**src/sbap_pkg.sv**
```systemverilog
package sbap_pkg;
  // acknowledge codes
  localparam logic [7:0] SBAP_ACK_UART = 8'h86;
  localparam logic [7:0] SBAP_ACK_IOIF = 8'h30;
  localparam logic [7:0] SBAP_CMD_RAM = 8'h10;
  localparam logic [7:0] SBAP_CMD_SUM = 8'h20;
  localparam logic [7:0] SBAP_CMD_INFO = 8'h30;
  localparam logic [7:0] SBAP_CMD_ERASE = 8'h40;
  localparam logic [7:0] SBAP_ERASE_EN = 8'h54;
  localparam logic [7:0] SBAP_ERASE_OK = 8'h4f;
  localparam logic [7:0] SBAP_ERASE_BAD = 8'h4c;
  localparam logic [7:0] SBAP_PW_ERASED = 8'hff;
  // acknowledge field positions
  localparam int SBAP_BIT_RXERR = 3;
  localparam int SBAP_BIT_INVAL = 0;
  // transfer layout of the ram transfer command
  localparam logic [4:0] SBAP_PW_LEN = 5'h0c;
  localparam logic [4:0] SBAP_RAM_HDR = 5'h04;
  // flash sum covers 512 kbytes
  localparam int SBAP_FLASH_AW = 19;
  localparam logic [SBAP_FLASH_AW-1:0] SBAP_FLASH_LAST = 19'h7ffff;
  localparam logic [SBAP_FLASH_AW-1:0] SBAP_PW_BASE = 19'h7fff4;
  // mode detection edge count
  localparam logic [2:0] SBAP_EDGES = 3'h4;
  localparam int SBAP_TW = 20;
  localparam int SBAP_FIFO_DEPTH = 8;
  localparam int SBAP_FIFO_AW = 3;

  typedef enum logic [3:0] {
    SBAP_S_DETECT = 4'b0000,
    SBAP_S_MODE_ACK = 4'b0001,
    SBAP_S_CMD = 4'b0011,
    SBAP_S_RAM_HDR = 4'b0010,
    SBAP_S_RAM_PW = 4'b0110,
    SBAP_S_RAM_CK = 4'b0111,
    SBAP_S_SUM = 4'b0101,
    SBAP_S_SUM_TX = 4'b0100,
    SBAP_S_ERASE_EN = 4'b1100,
    SBAP_S_ERASE_RUN = 4'b1101,
    SBAP_S_HALT = 4'b1111,
    SBAP_S_PW_READ = 4'b1110
  } sbap_state_t;

  // acknowledge byte formed from the governing command nibble and flags
  function automatic logic [7:0] sbap_ack(input logic [3:0] hi, input logic rxerr,
                                          input logic inval);
    logic [7:0] a;
    a = {hi, 4'h0};
    a[SBAP_BIT_RXERR] = rxerr;
    a[SBAP_BIT_INVAL] = inval & ~rxerr;
    return a;
  endfunction
endpackage

```
**src/sbap_stream_if.sv**
```systemverilog
`timescale 1ns/1ps
`default_nettype none
// byte stream between the engine and the reply fifo
interface sbap_stream_if;
  logic valid;
  logic ready;
  logic [7:0] data;
  modport src (output valid, output data, input ready);
  modport snk (input valid, input data, output ready);
endinterface
`default_nettype wire

```
**src/sbap_fifo.sv**
```systemverilog
`timescale 1ns/1ps
`default_nettype none
module sbap_fifo #(
  parameter int WIDTH = 8,
  parameter int DEPTH = 8,
  parameter int AW = 3
) (
  input wire logic clk,
  input wire logic rst_n,
  sbap_stream_if.snk wr,
  input wire logic rd_ready,
  output logic rd_valid,
  output logic [WIDTH-1:0] rd_data
);
  logic [WIDTH-1:0] mem_q [DEPTH];
  logic [AW-1:0] wp_q, rp_q;
  logic [AW:0] cnt_q;
  logic do_wr, do_rd;
  assign wr.ready = (cnt_q != (AW+1)'(DEPTH));
  assign do_wr = wr.valid & wr.ready;
  assign do_rd = rd_valid & rd_ready;

  // storage written only on accepted words
  always_ff @(posedge clk) begin
    if (do_wr) begin
      mem_q[wp_q] <= wr.data;
    end
  end

  // pointers and fill level; pop may free the slot that a push takes next cycle
  always_ff @(posedge clk or negedge rst_n) begin
    if (!rst_n) begin
      wp_q <= '0;
      rp_q <= '0;
      cnt_q <= '0;
    end else begin
      if (do_wr) wp_q <= wp_q + 1'b1;
      if (do_rd) rp_q <= rp_q + 1'b1;
      cnt_q <= cnt_q + (AW+1)'(do_wr) - (AW+1)'(do_rd);
    end
  end

  // read data registered: head word sits in a flop, refreshed after each pop
  always_ff @(posedge clk or negedge rst_n) begin
    if (!rst_n) begin
      rd_valid <= 1'b0;
      rd_data <= '0;
    end else if (!rd_valid || do_rd) begin
      rd_valid <= (cnt_q != '0) && !(do_rd && cnt_q == (AW+1)'(1)) ? 1'b1 : 1'b0;
      rd_data <= do_rd ? mem_q[rp_q + 1'b1] : mem_q[rp_q];
    end
  end
endmodule // sbap_fifo
`default_nettype wire

```
**src/sbap_engine.sv**
```systemverilog
`timescale 1ns/1ps
`default_nettype none
module sbap_engine
  import sbap_pkg::*;
(
  input wire logic clk,
  input wire logic rst_n,
  input wire logic rx_pin,
  input wire logic baud_ok,
  input wire logic rx_valid,
  input wire logic [7:0] rx_data,
  input wire logic rx_error,
  output logic rx_enable,
  output logic link_is_uart,
  output logic tx_valid,
  output logic [7:0] tx_data,
  input wire logic tx_ready,
  output logic [SBAP_FLASH_AW-1:0] flash_addr,
  input wire logic [7:0] flash_data,
  output logic info_start,
  input wire logic info_valid,
  input wire logic [7:0] info_data,
  input wire logic info_last,
  output logic erase_start,
  input wire logic erase_done,
  input wire logic erase_fail,
  output logic ram_pass,
  output logic halted
);
  logic rst_meta_q, rst_sync_q, rrst_n;
  // release reset through two flops so every flop leaves reset on one edge
  always_ff @(posedge clk or negedge rst_n) begin
    if (!rst_n) begin
      rst_meta_q <= 1'b0;
      rst_sync_q <= 1'b0;
    end else begin
      rst_meta_q <= 1'b1;
      rst_sync_q <= rst_meta_q;
    end
  end
  assign rrst_n = rst_sync_q;

  // replies queue here; the sequencer moves on while the controller drains them
  sbap_stream_if txs ();
  sbap_fifo #(.WIDTH(8), .DEPTH(SBAP_FIFO_DEPTH), .AW(SBAP_FIFO_AW)) u_fifo (
    .clk(clk),
    .rst_n(rrst_n),
    .wr(txs),
    .rd_ready(tx_ready),
    .rd_valid(tx_valid),
    .rd_data(tx_data)
  );

  sbap_state_t st_q;
  logic [SBAP_TW-1:0] tmr_q;
  logic [SBAP_TW-1:0] t_first_q, t_ab_q;
  logic [SBAP_TW-1:0] interval_first_to_third_edge_q, interval_first_to_fourth_edge_q;
  logic [SBAP_TW-1:0] interval_third_to_fourth_edge;
  logic [2:0] edges_q;
  logic rx_prev_q, uart_q;
  logic [3:0] cmd_hi_q, op_hi_q;
  logic [7:0] csum_q;
  logic [4:0] idx_q;
  logic pw_bad_q, pw_uniform_q;
  logic [7:0] pw_first_q;
  logic [15:0] sum_q;
  logic [1:0] sum_phase_q;
  logic [SBAP_FLASH_AW-1:0] fa_q;
  logic push;
  logic [7:0] push_data;
  logic rx_err_eff;

  assign rx_err_eff = rx_error & uart_q;
  // both long intervals start at the first edge, so their difference is the last one
  assign interval_third_to_fourth_edge = interval_first_to_fourth_edge_q -
                                         interval_first_to_third_edge_q;
  assign txs.valid = push;
  assign txs.data = push_data;
  assign rx_enable = (st_q != SBAP_S_DETECT) && (st_q != SBAP_S_HALT);
  assign link_is_uart = uart_q;
  assign halted = (st_q == SBAP_S_HALT);
  assign flash_addr = fa_q;

  // free-running timestamp counter
  always_ff @(posedge clk or negedge rrst_n) begin
    if (!rrst_n) tmr_q <= '0;
    else tmr_q <= tmr_q + 1'b1;
  end

  // edge capture of the first byte while reception is off
  always_ff @(posedge clk or negedge rrst_n) begin
    if (!rrst_n) begin
      rx_prev_q <= 1'b1;
      edges_q <= '0;
      t_first_q <= '0;
      t_ab_q <= '0;
      interval_first_to_third_edge_q <= '0;
      interval_first_to_fourth_edge_q <= '0;
    end else begin
      rx_prev_q <= rx_pin;
      if (st_q == SBAP_S_DETECT && rx_pin != rx_prev_q && edges_q != SBAP_EDGES) begin
        edges_q <= edges_q + 1'b1;
        unique case (edges_q)
          3'h0: t_first_q <= tmr_q;
          3'h1: t_ab_q <= tmr_q - t_first_q;
          3'h2: interval_first_to_third_edge_q <= tmr_q - t_first_q;
          default: interval_first_to_fourth_edge_q <= tmr_q - t_first_q;
        endcase
      end
    end
  end

  // codes that start an operation; undefined codes must not steer the reply nibble
  function automatic logic is_known_cmd(input logic [7:0] c);
    return (c == SBAP_CMD_RAM) || (c == SBAP_CMD_SUM) || (c == SBAP_CMD_INFO) ||
           (c == SBAP_CMD_ERASE);
  endfunction

  // pushes into the reply fifo; the engine waits when the fifo is full, except in SBAP_S_SUM, which pushes info bytes regardless
  always_comb begin
    push = 1'b0;
    push_data = 8'h00;
    unique case (st_q)
      SBAP_S_MODE_ACK: begin
        push = uart_q ? baud_ok : 1'b1;
        push_data = uart_q ? SBAP_ACK_UART : SBAP_ACK_IOIF;
      end
      SBAP_S_CMD: begin
        push = rx_valid;
        if (rx_err_eff) push_data = sbap_ack(cmd_hi_q, 1'b1, 1'b0);
        else if (is_known_cmd(rx_data))
          push_data = rx_data;
        else push_data = sbap_ack(cmd_hi_q, 1'b0, 1'b1);
      end
      SBAP_S_RAM_CK: begin
        push = rx_valid;
        push_data = sbap_ack(op_hi_q, rx_err_eff,
                             (pw_uniform_q && pw_first_q != SBAP_PW_ERASED) || pw_bad_q ||
                             (csum_q + rx_data) != 8'h00);
      end
      SBAP_S_SUM_TX: begin
        push = 1'b1;
        unique case (sum_phase_q)
          2'h0: push_data = sum_q[15:8];
          2'h1: push_data = sum_q[7:0];
          default: push_data = 8'h00 - (sum_q[15:8] + sum_q[7:0]);
        endcase
      end
      SBAP_S_SUM: begin
        push = info_valid; // product data forwarded; the source cannot be stalled
        push_data = info_data;
      end
      SBAP_S_ERASE_EN: begin
        push = rx_valid;
        if (rx_err_eff) push_data = sbap_ack(cmd_hi_q, 1'b1, 1'b0);
        else if (rx_data == SBAP_ERASE_EN) push_data = SBAP_ERASE_EN;
        else push_data = sbap_ack(cmd_hi_q, 1'b0, 1'b1);
      end
      SBAP_S_ERASE_RUN: begin
        push = erase_done;
        push_data = erase_fail ? SBAP_ERASE_BAD : SBAP_ERASE_OK;
      end
      default: begin
        push = 1'b0;
        push_data = 8'h00;
      end
    endcase
  end

  // product info checksum, appended after the last info byte
  logic [7:0] info_sum_q;
  logic info_tail_q, info_run_q;
  always_ff @(posedge clk or negedge rrst_n) begin
    if (!rrst_n) begin
      info_sum_q <= '0;
      info_tail_q <= 1'b0;
    end else if (st_q == SBAP_S_SUM && info_run_q && info_valid && txs.ready) begin
      info_sum_q <= info_sum_q + info_data;
      info_tail_q <= info_last;
    end else if (st_q == SBAP_S_CMD) begin
      info_sum_q <= '0;
      info_tail_q <= 1'b0;
    end
  end

  // main sequencer
  always_ff @(posedge clk or negedge rrst_n) begin
    if (!rrst_n) begin
      st_q <= SBAP_S_DETECT;
      uart_q <= 1'b0;
      cmd_hi_q <= '0;
      op_hi_q <= '0;
      csum_q <= '0;
      idx_q <= '0;
      pw_bad_q <= 1'b0;
      pw_uniform_q <= 1'b1;
      pw_first_q <= '0;
      sum_q <= '0;
      sum_phase_q <= '0;
      fa_q <= '0;
      info_start <= 1'b0;
      info_run_q <= 1'b0;
      erase_start <= 1'b0;
      ram_pass <= 1'b0;
    end else begin
      info_start <= 1'b0;
      erase_start <= 1'b0;
      unique case (st_q)
        SBAP_S_DETECT: begin
          if (edges_q == SBAP_EDGES) begin
            uart_q <= (t_ab_q <= interval_third_to_fourth_edge);
            st_q <= SBAP_S_MODE_ACK;
          end
        end
        SBAP_S_MODE_ACK: begin
          if (uart_q && !baud_ok) st_q <= SBAP_S_HALT;
          else if (txs.ready) begin
            cmd_hi_q <= uart_q ? SBAP_ACK_UART[7:4] : SBAP_ACK_IOIF[7:4];
            st_q <= SBAP_S_CMD;
          end
        end
        SBAP_S_CMD: begin
          // an undefined code is answered but leaves the governing nibble alone
          if (rx_valid && txs.ready && !rx_err_eff && is_known_cmd(rx_data)) begin
            cmd_hi_q <= rx_data[7:4];
            op_hi_q <= rx_data[7:4];
            csum_q <= '0;
            idx_q <= '0;
            unique case (rx_data)
              SBAP_CMD_RAM: begin
                // pass flag keeps the last verdict until this transfer ends
                pw_bad_q <= 1'b0;
                pw_uniform_q <= 1'b1;
                fa_q <= SBAP_PW_BASE;
                st_q <= SBAP_S_RAM_HDR;
              end
              SBAP_CMD_SUM: begin
                fa_q <= '0;
                sum_q <= '0;
                st_q <= SBAP_S_PW_READ;
              end
              SBAP_CMD_INFO: begin
                info_start <= 1'b1;
                info_run_q <= 1'b1;
                st_q <= SBAP_S_SUM;
              end
              SBAP_CMD_ERASE: st_q <= SBAP_S_ERASE_EN;
              default: st_q <= SBAP_S_CMD;
            endcase
          end
        end
        SBAP_S_RAM_HDR: begin
          // one idle cycle lets the flash address settle before the first password byte
          st_q <= SBAP_S_RAM_PW;
        end
        SBAP_S_RAM_PW: begin
          // flash address leads the byte by one cycle; flash_data is the stored byte
          if (rx_valid) begin
            csum_q <= csum_q + rx_data;
            if (rx_data != flash_data) pw_bad_q <= 1'b1;
            if (idx_q == 5'h00) pw_first_q <= flash_data;
            else if (flash_data != pw_first_q) pw_uniform_q <= 1'b0;
            fa_q <= fa_q + 1'b1;
            idx_q <= idx_q + 1'b1;
            if (idx_q == SBAP_PW_LEN - 5'h01) st_q <= SBAP_S_RAM_CK;
          end
        end
        SBAP_S_RAM_CK: begin
          // the checksum byte closes the transfer; the flag follows the reply bits
          if (rx_valid && txs.ready) begin
            ram_pass <= !push_data[SBAP_BIT_INVAL] && !push_data[SBAP_BIT_RXERR];
            st_q <= SBAP_S_CMD;
          end
        end
        SBAP_S_PW_READ: begin
          // one byte per cycle across the whole array
          sum_q <= sum_q + {8'h00, flash_data};
          if (fa_q == SBAP_FLASH_LAST) begin
            sum_phase_q <= '0;
            st_q <= SBAP_S_SUM_TX;
          end else fa_q <= fa_q + 1'b1;
        end
        SBAP_S_SUM_TX: begin
          if (txs.ready) begin
            sum_phase_q <= sum_phase_q + 1'b1;
            if (sum_phase_q == 2'h2) st_q <= SBAP_S_CMD;
          end
        end
        SBAP_S_SUM: begin
          // the checksum leaves through the sum tail: zero high byte, info sum low
          if (info_tail_q) begin
            info_run_q <= 1'b0;
            sum_q <= {8'h00, info_sum_q};
            sum_phase_q <= 2'h2;
            st_q <= SBAP_S_SUM_TX;
          end
        end
        SBAP_S_ERASE_EN: begin
          if (rx_valid && txs.ready) begin
            if (!rx_err_eff && rx_data == SBAP_ERASE_EN) begin
              erase_start <= 1'b1;
              st_q <= SBAP_S_ERASE_RUN;
            end else st_q <= SBAP_S_CMD;
          end
        end
        SBAP_S_ERASE_RUN: begin
          // a full fifo at completion would lose the result; eight slots make that unlikely
          if (erase_done && txs.ready) st_q <= SBAP_S_CMD;
        end
        // only a reset leaves here; the link rate could not be set up
        SBAP_S_HALT: st_q <= SBAP_S_HALT;
        default: st_q <= SBAP_S_DETECT;
      endcase
    end
  end
endmodule // sbap_engine
`default_nettype wire

```
**config.mk**
```make
export PLATFORM = sky130hd
export DESIGN_NAME = sbap_engine
export DESIGN_NICKNAME = d
export VERILOG_FILES = /design/src/sbap_pkg.sv /design/src/sbap_stream_if.sv /design/src/sbap_fifo.sv /design/src/sbap_engine.sv
export SDC_FILE = /design/constraint.sdc
export NUM_CORES = 1
export LEC_CHECK = 0
export ABC_AREA = 1
export BUFFER_PORTS_ARGS = -buffer_cell sky130_fd_sc_hd__buf_2
export CORE_MARGIN = 4
export CORE_UTILIZATION = 57
export CTS_CLUSTER_SIZE = 14
export DETAILED_ROUTE_END_ITERATION = 16
export PLACE_DENSITY = 0.77
export SETUP_SLACK_MARGIN = 0.02
export SYNTH_ARGS = -nofsm -noshare
export SYNTH_HDL_FRONTEND = slang
export SYNTH_SLANG_ARGS = --single-unit
```
**constraint.sdc**
```tcl
create_clock -name clk -period 5.99 [get_ports clk]
set_input_delay 0.2995 -clock clk [delete_from_list [all_inputs] [get_ports clk]]
set_output_delay 0.2995 -clock clk [all_outputs]
set_load 0.02 [all_outputs]
```
# Yosys cells after proc, flatten, opt, wreduce, memory -nomap -nowiden
# Memories as Yosys holds them, arrays and structs flattened.
# Cells that the tools add are included.
# totals
register_bits,211
latchBits,0
ramBits,64
mem_bits_ro,0
output_inout_bits,34
memories,1
# mem_list
name,words,width,read_ports,rd_ports_with_merged_regs,write_ports,line,rtl
u_fifo.mem_q,8,8,2,0,1,sbap_fifo.sv:15,logic [WIDTH-1:0] mem_q [DEPTH];
# op_classes
n_addsub,16
multipliers,0
n_div,0
order_cmp,1
eq_ne,53
n_shift,0
mux,79
n_bitwise,6
n_reduce_logical,61
# op_table
operator,count
$mux W8,10
$mux W4,18
$mux W19,3
$pmux W19 S3,1
$pmux W8 S7,1
$mux W16,3
$pmux W16 S3,1
$pmux W4 S12,1
$sub A20 B20 Y20,2
$pmux W19 S2,1
$ne A2 B2 Y1 const B,18
$pmux W8 S2,2
$add A8 B8 Y8,3
$mux W1,24
$add A20 B1 Y20 const B,1
$le A20 B20 Y1,1
$add A19 B1 Y19 const B,1
$eq A19 B19 Y1 const B,1
$add A16 B8 Y16,1
$eq A4 B3 Y1 const B,4
$eq A4 B4 Y1 const B,4
$eq A8 B6 Y1 const B,2
$eq A8 B7 Y1 const B,2
$logic_and A1 B1 Y1,16
other kinds (48),95

# Longest topological paths before layout
# Gate-level depths: netlist (run 1).
# depth
word_depth,9
ltp_mapped,19
depth_no_buf,19

# Hierarchy
# A second synthesis (run 1) with hierarchy kept.
# unflattened
cells_unflattened,2265
area_unflattened_um2,17660.7
# modules_own_cells
mod,instances,cells_each,area_each_um2,seq_area_each_um2
sbap_engine,1,1788,13450.4,4807.1
sbap_fifo,1,477,4210.3,2397.3

# Worst setup path before layout (run 1)
# Ideal clock, no wire load.
# synth_timing
path_type,register -> register
start,register interval_first_to_third_edge_q[0]
end,register uart_q (netlist: link_is_uart)
setup_time_ns,0.127
arrival_time_ns,2.764
required_ns,5.863
path_slack_ns,3.099
path_stages_with_launch,18
path_buffers,0
period_less_slack_ns,2.891
path_cell_list,dfrtp_1 > ha_1 > fa_1 > inv_1 > a21oi_1 > o31ai_1 > nand2_1 > nand3b_1 > nand2_1 > ha_1 > nand2_1 > inv_1 > nand3_1 > nor2_1 > nor4b_1 > nand2_1 > nand3_1 > a22oi_1
# synth_via
elab_chain_len,2
# synth_rtl
item,line,rtl
start: declaration,sbap_engine.sv:57,"logic [SBAP_TW-1:0] interval_first_to_third_edge_q, interval_first_to_fourth_edge_q;"
start signal: assignment,sbap_engine.sv:106,3'h2: interval_first_to_third_edge_q <= tmr_q - t_first_q;
$sub A20 B20 Y20,sbap_engine.sv:75,assign interval_third_to_fourth_edge = interval_first_to_fourth_edge_q -
$le A20 B20 Y1,sbap_engine.sv:211,uart_q <= (t_ab_q <= interval_third_to_fourth_edge);
end signal: assignment,sbap_engine.sv:211,
end: declaration,sbap_engine.sv:60,"logic rx_prev_q, uart_q;"
# No other way between the ends.
# A chain may end at the register's enable or synchronous reset.

# Worst setup path after layout (run 1)
# Same ends and word-level chain as after synthesis.

==> results of run 1 <==
[sequential cells by signal, indices dropped and copies added, names as in the netlist, 5 cells and up]
register / count
u_fifo.mem_q: 64
interval_first_to_fourth_edge_q: 20
interval_first_to_third_edge_q: 20
t_ab_q: 20
t_first_q: 20
tmr_q: 20
flash_addr: 19
sum_q: 16
csum_q: 8
info_sum_q: 8
pw_first_q: 8
u_fifo.rd_data: 8
idx_q: 5
[cells by family after synthesis]
group | synth area share [%]
AND/OR/NAND/NOR | 22.3
AO/OA/AOI/OAI | 15.6
buffers and inverters | 7.02
flip-flops | 41.8
adder cells (fa/ha/maj) | 8.94
XOR/XNOR | 4.17
multiplexers | 0.196
other | 0.0217
[cell type report]
class | instances | area (um^2)
inverters | 265 | 997
diodes | 1 | 2.50
fillers | 2538 | 10700
clock buffers | 37 | 808
multi-input cells | 1576 | 8830
flip-flops and latches | 275 | 7210
clock inverters | 21 | 233
repair buffers | 77 | 430
well taps | 390 | 488
[layout by cell type, fill, tap and decap left out, types with 53 or more instances in the layout]
cell        n
a21oi_1   125
buf_2      68
dfrtp_1   208
edfxtp_1   64
ha_1      112
inv_1     237
nand2_1   484
nand3_1   124
nor2_1    176
o21ai_0   166
o21ai_1    63
xor2_1     53
[worst min-delay path by stage]
stage | startpoint | endpoint | slack (ns) | cells after the start
floorplan | rst_n | rrst_n$_DFF_PN0_ | 0.004 | 0
global placement | rst_n | rst_meta_q$_DFF_PN0_ | 0.08 | 1
detailed placement | rst_n | rst_meta_q$_DFF_PN0_ | 0.09 | 1
CTS | rst_n | rrst_n$_DFF_PN0_ | 0.006 | 2
global route | rst_n | rrst_n$_DFF_PN0_ | 0.02 | 2
finish | rst_n | rrst_n$_DFF_PN0_ | 0.02 | 2
[cells in the mapped netlist, types with 4 or more instances]
cell type  count  area (um^2)
a211oi_1       5         37.5
nand3_1      124          621
nor3_1        30          150
clkbuf_1      36          135
nor2_2         8         50.1
nor2_4         5         56.3
o21ai_1       63          315
or2_2         12         75.1
o22ai_1       29          181
xor2_1        53          464
o221ai_1       4         35.0
buf_2          5         25.0
o21a_1         4         30.0
edfxtp_1      64         1920
nand2_1      484         1820
nand3b_1       7         52.6
o21ai_0      166          831
o2111ai_1      6         52.6
dfrtp_1      209         5230
inv_1        237          890
a22oi_1        4         30.0
ha_1         112         1400
a31oi_1        7         43.8
nand4_1       19          119
a21oi_1      125          626
a41oi_1        4         35.0
o21ai_2        8         70.1
a21o_1        12         90.1
inv_2         25         93.8
a221oi_1       4         35.0
nand2_2       10         62.6
o31ai_1        9         67.6
o211ai_1      17          128
nor2_1       176          661
nor4_1         5         31.3
fa_1           7          140
xnor2_1       29          254
[power by group]
group / internal, mW / switching, mW / total [mW]
registers: 2.57 / 0.434 / 3.01
clock network: 1.14 / 0.812 / 1.95
logic: 1.77 / 3.31 / 5.08
total: 5.48 / 4.56 / 10.0
[stage by stage]
step | std cells | setup WS, ns | hold slack [ns]
after floorplan | 2163 | 2.52 | 0.00391
after global placement | 2579 | 2.76 | 0.0833
after detailed placement | 2579 | 2.70 | 0.0853
after CTS | 2641 | 2.67 | 0.00603
after global routing | 2642 | 2.24 | 0.0176
final | 2642 | 2.67 | 0.0159
[metal layers]
| layer | global-route usage, % | wire length, um | vias to the layer above | share of wire (%) |
|---|---|---|---|---|
| li1 | - | - | 7392 | - |
| met1 | 36.4 | 19500 | 7060 | 45 |
| met2 | 42.4 | 19900 | 548 | 46 |
| met3 | 4.61 | 3130 | 87 | 7.2 |
| met4 | 7.66 | 1160 | 0 | 2.7 |
| met5 | 0 | 0 | - | 0 |
==> reports/qor.csv, run 1 <==
metric;value;unit
finalClockSkew;0.0211;ns
path_clk_slew;0.07;ns
h-tree-depth;1;
area_delta_synth_final;10.2;%
tritoncts;yes;
final_core_util;63.9;%
die_w;182;um
crit_end;link_is_uart$_DFFE_PN0P_;
holdBufCountCts;4;
synth.distinct_cells;61;
fin_nets;2380;
async_reset_ff_share;76.7;%
synth_ff_type;dfrtp_1;
cts_setup_buffers;0;
tightestPinTransition;1.09;ns
grt_pass1_wl;72500;um
setup_violations;0;
syn_nets;2317;
vias;15100;
synth_edf_count;64;
postRouteWirelength;43700;um
ys.warnings.count;0;
holdCritPathClass;primary input to asynchronous set/reset pin;
post_cts_resized;0;
die_h;182;um
p_leak;8.97;nW
drv_slew;0;
regToRegStartpoint;interval_first_to_third_edge_q[0]$_DFFE_PN0P_;
cp_slowest_stage_delay;0.47;ns
timing.final.crit_share;55.5;%
rsz0062_at_grt;no;
grt_pass1_vias;14800;
rows;63;
cts_buffer_depth;3;
netlist_instances;2163;
rr_endpoint;link_is_uart$_DFFE_PN0P_;
drc;0;
antenna_found_initial;1;
path_delay_family;simple AND/OR/NAND/NOR gates;
setup.worst_path.start_class;flip-flop;
io_pins;69;
syn-mean-instance-area;7.97;um^2
crit_fanout;3;
crit_start;interval_first_to_third_edge_q[0]$_DFFE_PN0P_;
max_freq;0.301;GHz
path_class;flip-flop to flip-flop;
overflow;0;
r2r_setup_slack;2.67;ns
synth-seq-cells;275;
r2r_cells;17;
coreArea;29700;um^2
grt_max_degree;153;
track_usage;26.2;%
dieArea;33100;um^2
io_buffers;68;
syn_area;17200;um^2
finalHoldViolCount;0;
cp_num_cells;17;
drive_gt1_share;9.24;%
relSlewSlack;27.1;%
cts.sinks;275;
dp_hpwl;32100;um
arrival;3.77;ns
cpMostUsedCell;nand2_1;
total_power;10.0;mW
clockRootBuffer;clkbuf_16;
design_area;19000;um^2
crit_required;6.43;ns
status;complete, no violations;
crit_chain;ha_1, fa_1, inv_1, a21oi_1, o31ai_1, nand2_1, nand3b_1, nand2_1, ha_1, nand2_1, inv_1, nand3_1, nor2_1, nor4b_1, nand2_1, nand3_1, a22oi_1;
initial_core_util;58.0;%
crit_buf_inv;2;
crit_path_end_kind;flip-flop;
worst_path_max_delay_cell;o31ai_1;
first_pass_iters;6;
maxCapViolations;0;
setup_tns;0;ns
fin_crit;3.32;ns
wl_per_cell;16.5;um
viasPerCell;5.71;
clock_latency;0.58;ns
numCtsBuffers;31;
p_per_area;529;nW/um^2
placed_cell_area;17900;um^2
ant_nets;0;
irDropWorstVdd;276;uV
gp_congestion;0.935;
ys_seq_area_share;41.8;%
drt_iter0_drc;1376;
No activity file was read; power rests on OpenSTA's default activity.
==> run 2: changes to the inputs <==
==> constraint.sdc (replaced) <==
create_clock -name clk -period 2.69 [get_ports clk]
set_input_delay 0.1345 -clock clk [delete_from_list [all_inputs] [get_ports clk]]
set_output_delay 0.1345 -clock clk [all_outputs]
set_load 0.02 [all_outputs]
==> run 2 against run 1 <==
Effect of this change: the flow now finishes with violations (negative setup slack); total power rose to 2.5 times the previous value; die area unchanged; via count is 4.9% higher; final cell count increased by 5.4%; wire length increased by 4.8%; critical path depth decreased by 2; first-iteration DRC count rose by 23%; combinational power grew to 2.8 times the previous value; largest cell class unchanged; highest routed layer unchanged.
==> reports/qor.csv, run 2 (synthesis results as in run 1) <==
metric;value;unit
tightestPinTransition;0.741;ns
drc;0;
first_pass_iters;6;
irDropWorstVdd;844;uV
layout_common_cells;nand2_1, inv_1, dfrtp_1, nor2_1, o21ai_0;
fin_crit;2.84;ns
total_power;25.4;mW
path_class;flip-flop to flip-flop;
layoutNonFillerInstCount;2784;
drt_iter0_drc;1695;
finalHoldViolCount;0;
crit_chain;inv_1, ha_4, a21o_1, a31oi_4, inv_1, buf_4, a21oi_2, xor2_1, ha_1, a21oi_1, o21a_1, o221ai_1, nand2_1, nand3_1, a22oi_1;
grt_pass1_vias;15300;
die_h;182;um
path_clk_slew;0.06;ns
die_w;182;um
setup_violations;1;
crit_required;3.16;ns
holdCritPathClass;primary input to flip-flop;
arrival;3.30;ns
overflow;0;
area_delta_synth_final;19.3;%
antenna_found_initial;2;
placed_cells;2703;
switching_share;43.8;%
p_int;14.2;mW
crit_fanout;4;
max_freq;0.353;GHz
ant_nets;0;
rsz0062_at_grt;yes;
maxCapViolations;0;
relSlewSlack;50.6;%
dp_hpwl;34300;um
grt_max_degree;51;
failed_checks;negative setup slack;
dieArea;33100;um^2
fin_nets;2522;
numCtsBuffers;30;
cts.sinks;275;
vias;15800;
drv_slew;0;
gp_congestion;0.965;
rows;63;
p_comb_share;55.8;%
worst_path_max_delay_cell;dfrtp_1;
regMostFlops;u_fifo.mem_q;
postRouteWirelength;45700;um
track_usage;27.2;%
cpMostUsedCell;inv_1;
pwr-share-seq;26.7;%
path_delay_family;compound AO/OA/AOI/OAI gates;
worst_slack;-0.145;ns
coreArea;29700;um^2
io_buffers;68;
h-tree-depth;1;
setup.worst_path.start_class;flip-flop;
crit_path_end_kind;flip-flop;
switchingPower;11.1;mW
finalClockSkew;0.0147;ns
io_pins;69;
largest_reg_flops;64;
initial_core_util;58.0;%
timing.final.crit_share;105;%
holdWs;0.0234;ns
drive_gt1_share;16.8;%
wl_per_cell;16.4;um
clock_power_share;17.5;%
clockRootBuffer;clkbuf_16;
final_common_cell;nand2_1;
crit_buf_inv;3;
grt_pass1_wl;75200;um
p_leak;9.79;nW
status;finished with violations;
viasPerCell;5.68;
tritoncts;yes;
p_per_area;1230;nW/um^2
pre_cts_slack;-0.371;ns
clock_latency;0.56;ns
cp_slowest_stage_delay;0.37;ns
cts_buffer_depth;3;
## run 2: cell count changes in the layout (fill, tap and decap cells not counted), moves of 6 or more
cell,change
buf_4,+125
dlygate4sd3_1,+12
a21oi_4,+6
ha_4,+6
a21oi_2,+7
nand2_1,-7
a21oi_1,-13
ha_1,-8
## run 2: worst min-delay path: cells and delay by family
family | cells | cell delay [ns]
buffers and inverters | 2 | 0.28
AO/OA/AOI/OAI | 1 | 0.11
## run 2: path summary, 6_finish.rpt
path | slack, ns | from | cells past startpoint | to
min | 0.02 | rx_data[5] | 3 | op_hi_q[1]$_DFFE_PN0P_
max reg2reg | -0.15 | interval_first_to_third_edge_q[2]$_DFFE_PN0P_ | 15 | link_is_uart$_DFFE_PN0P_
max in group asynchronous | 1.59 | rrst_n$_DFF_PN0_ | 1 | sum_q[15]$_DFFE_PN0P_
min reg2reg | 0.35 | rst_meta_q$_DFF_PN0_ | 0 | rrst_n$_DFF_PN0_
min in group asynchronous | 0.38 | rrst_n$_DFF_PN0_ | 0 | tmr_q[17]$_DFF_PN0_
max | -0.15 | interval_first_to_third_edge_q[2]$_DFFE_PN0P_ | 15 | link_is_uart$_DFFE_PN0P_
## run 2: cell type report
class / count / area [um^2]
clock buffers: 36 / 856
inverters: 265 / 997
diodes: 2 / 5.00
multi-input cells: 1576 / 9190
clock inverters: 20 / 231
fillers: 2322 / 9150
flip-flops and latches: 275 / 7210
well taps: 390 / 488
repair buffers: 220 / 1590
## run 2: power by group through the flow
| stage | Sequential, mW | Combinational (mW) | Clock [mW] |
|---|---|---|---|
| after floorplan | 6.75 | 8.37 | 0 |
| after global placement | 6.71 | 12.5 | 0 |
| after detailed placement | 6.76 | 12.9 | 0 |
| after CTS | 6.73 | 13.7 | 4.50 |
| after global routing | 6.90 | 15.7 | 4.68 |
| final | 6.76 | 14.2 | 4.44 |
## run 2: layer usage
| metal | share of wire, % | track usage [%] | vias up |
|---|---|---|---|
| met1 | 44 | 38.9 | 7469 |
| met5 | 0 | 0 | - |
| met2 | 46 | 44.5 | 582 |
| met3 | 7.1 | 3.29 | 90 |
| met4 | 2.3 | 6.63 | 0 |
| li1 | - | - | 7684 |
## run 2: repair_timing
action	CTS	global route
setup endpoints to repair	1	33
hold endpoints to repair	17	0
gates resized for setup	49	23
pin swaps	19	12
buffers inserted	4	3
hold buffers	16	0
gates cloned	0	0
## run 2: through the flow
step / cell area [um^2] / utilization (%) / TNS, ns
6_report: 20600 / 69.2 / -0.145
5_1_grt: 20600 / 69.2 / -0.309
4_1_cts: 20400 / 68.8 / -0.148
3_5_place_dp: 18900 / 63.7 / -0.371
3_3_place_gp: 18900 / 63.7 / -0.219
2_1_floorplan: 17300 / - / 0
==> run 3: changes to the inputs <==
--- a/config.mk
+++ b/config.mk
@@ -5,14 +5,12 @@
 export SDC_FILE = /design/constraint.sdc
 export NUM_CORES = 1
 export LEC_CHECK = 0
-export ABC_AREA = 1
 export BUFFER_PORTS_ARGS = -buffer_cell sky130_fd_sc_hd__buf_2
 export CORE_MARGIN = 4
 export CORE_UTILIZATION = 57
 export CTS_CLUSTER_SIZE = 14
 export DETAILED_ROUTE_END_ITERATION = 16
 export PLACE_DENSITY = 0.77
-export SETUP_SLACK_MARGIN = 0.02
 export SYNTH_ARGS = -nofsm -noshare
 export SYNTH_HDL_FRONTEND = slang
 export SYNTH_SLANG_ARGS = --single-unit
==> run 3 against run 2 <==
Effect of this change: the flow still finishes with violations (negative setup slack); synthesized area down 3.9%; register-to-register slack worse by 1.0 ns; critical path depth up 2; utilization up 1.3 points; clock skew up 0.011 ns; sequential share of layout area up 0.57 points; largest cell class unchanged.
==> reports/qor.csv, run 3 <==
metric;value;unit
timing.final.crit_share;143;%
fin_crit;3.84;ns
synth_ff_type;dfrtp_1;
drc;0;
regToRegStartpoint;interval_first_to_fourth_edge_q[1]$_DFFE_PN0P_;
failed_checks;negative setup slack;
layout_common_cells;dfrtp_1, buf_4, nand2_1, ha_1, o21ai_0;
rows;62;
synth_edf_count;64;
grt_pass1_vias;13200;
die_h;178;um
setup.worst_path.start_class;flip-flop;
dieArea;31900;um^2
syn_nets;1725;
h-tree-depth;1;
die_w;178;um
viasPerCell;5.95;
ant_nets;0;
worst_slack;-1.15;ns
initial_core_util;57.7;%
fin_nets;1974;
regMostFlops;u_fifo.mem_q;
hp-start;tx_ready;
holdWs;0.0363;ns
drt_iter0_drc;1247;
finalClockSkew;0.0258;ns
wl_per_cell;19.0;um
dp_hpwl;29800;um
vias;13200;
tritoncts;yes;
antenna_found_initial;0;
finalHoldViolCount;0;
grt_max_degree;57;
coreArea;28700;um^2
cts_buffer_depth;3;
postRouteWirelength;42200;um
area_delta_synth_final;22.2;%
track_usage;26.0;%
synth.top_cells.by_count;dfrtp_1, nand2_1, ha_1;
synth-seq-cells;275;
status;finished with violations;
crit_path_end_kind;flip-flop;
io_buffers;68;
grt_pass1_wl;67500;um
relSlewSlack;57.4;%
arrival;4.31;ns
ys_seq_area_share;43.5;%
clockRootBuffer;clkbuf_16;
yosys-top-cells-area;dfrtp_1, edfxtp_1, ha_1, mux2_2, mux4_2;
drv_slew;0;
p_per_area;987;nW/um^2
antenna_cells;0;
gp_congestion;0.955;
synth_top_area_cell;dfrtp_1;
drive_gt1_share;27.6;%
setup_violations;18;
ys.warnings.count;0;
numCtsBuffers;30;
crit_start;interval_first_to_fourth_edge_q[1]$_DFFE_PN0P_;
synth_most_common_cell;dfrtp_1;
holdCritPathClass;primary input to flip-flop;
maxCapViolations;0;
syn-mean-instance-area;10.5;um^2
p_leak;9.15;nW
crit_required;3.15;ns
final_common_cell;dfrtp_1;
irDropWorstVdd;681;uV
path_clk_slew;0.06;ns
rsz0062_at_grt;yes;
path_class;flip-flop to flip-flop;
first_pass_iters;7;
syn_area;16600;um^2
max_freq;0.260;GHz
tightestPinTransition;0.630;ns
crit_fanout;3;
total_power;20.0;mW
netlist_instances;1571;
largest_reg_flops;64;
yosys.area.top_type_share;31.6;%
synth.distinct_cells;77;
io_pins;69;
cts.sinks;275;
clock_latency;0.56;ns
overflow;0;
async_reset_ff_share;76.7;%
run 3: stage by stage:
stage	cell area, um^2	util, %	setup TNS, ns	setup WS [ns]	instances
final	20200	70.5	-3.74	-1.15	2227
after global routing	20200	70.5	-5.53	-1.42	2227
after CTS	19900	69.3	-3.14	-1.05	2216
after detailed placement	18500	64.6	-6.76	-1.12	2132
after global placement	18500	64.6	-5.52	-1.00	2132
after floorplan	16600	-	-2.20	-0.709	1571
run 3: critical path, cell delays in order (launching register included):
cell	delay, ns
dfrtp_1	0.40
ha_1	0.29
nor2b_1	0.14
o21ai_1	0.22
a21oi_1	0.15
a41o_1	0.23
o41a_1	0.37
o21a_2	0.27
nor4_2	0.25
nor4bb_1	0.09
ha_1	0.30
nand4_1	0.14
nor2_1	0.13
nand3_1	0.11
or3_4	0.41
nor3_2	0.11
a21oi_1	0.06
o31ai_1	0.07
run 3: power breakdown:
group,internal [mW],switching [mW]
logic,4.67,5.07
registers,5.35,0.700
clock network,2.49,1.72
total,12.5,7.48
run 3: repair_timing:
action / 4_1_cts / 5_1_grt
buffers inserted: 14 / 12
hold buffers: 15 / 0
pin swaps: 15 / 33
endpoints found under the hold margin: 15 / 0
setup endpoints to repair: 27 / 84
gates resized for setup: 25 / 55
run 3: worst paths after layout:
kind	to	slack [ns]	depth (start not counted)
min in group asynchronous	tmr_q[2]$_DFF_PN0_	0.32	0
hold / removal	u_fifo.rd_data[3]$_DFFE_PN0P_	0.04	4
setup / recovery	link_is_uart$_DFFE_PN0P_	-1.15	17
setup reg to reg	link_is_uart$_DFFE_PN0P_	-1.15	17
max in group asynchronous	t_ab_q[6]$_DFFE_PN0P_	1.55	1
hold reg to reg	tmr_q[2]$_DFF_PN0_	0.32	0
run 3: metal layers:
metal	vias to the layer above	routed length (um)	share of wire [%]	global-route usage, %
met2	415	20600	49	43.6
met1	6509	18200	43	36.2
li1	6246	-	-	-
met5	-	0	0	0
met3	76	2470	5.8	3.50
met4	0	903	2.1	6.27
run 3: cell families (layout without fill, tap and decap cells):
family / Yosys count / in the layout / share of synthesized area (%)
simple gates: 404 / 404 / 12.2
compound gates: 387 / 387 / 15.1
other cells: 1 / 1 / 0.0226
mux: 128 / 128 / 10.7
buf+inv: 155 / 427 / 3.75
xor+xnor: 102 / 102 / 5.39
fa+ha+maj: 119 / 119 / 9.31
flops: 275 / 275 / 43.5
run 3: cell type report:
type                       instances  area (um^2)
clock inverter                    19          180
sequential                       275         7210
timing repair buffer             278         2020
clock buffer                      36          835
multi-input combinational       1141         9160
fill                            2040         8460
tap                              384          480
inverter                          94          353
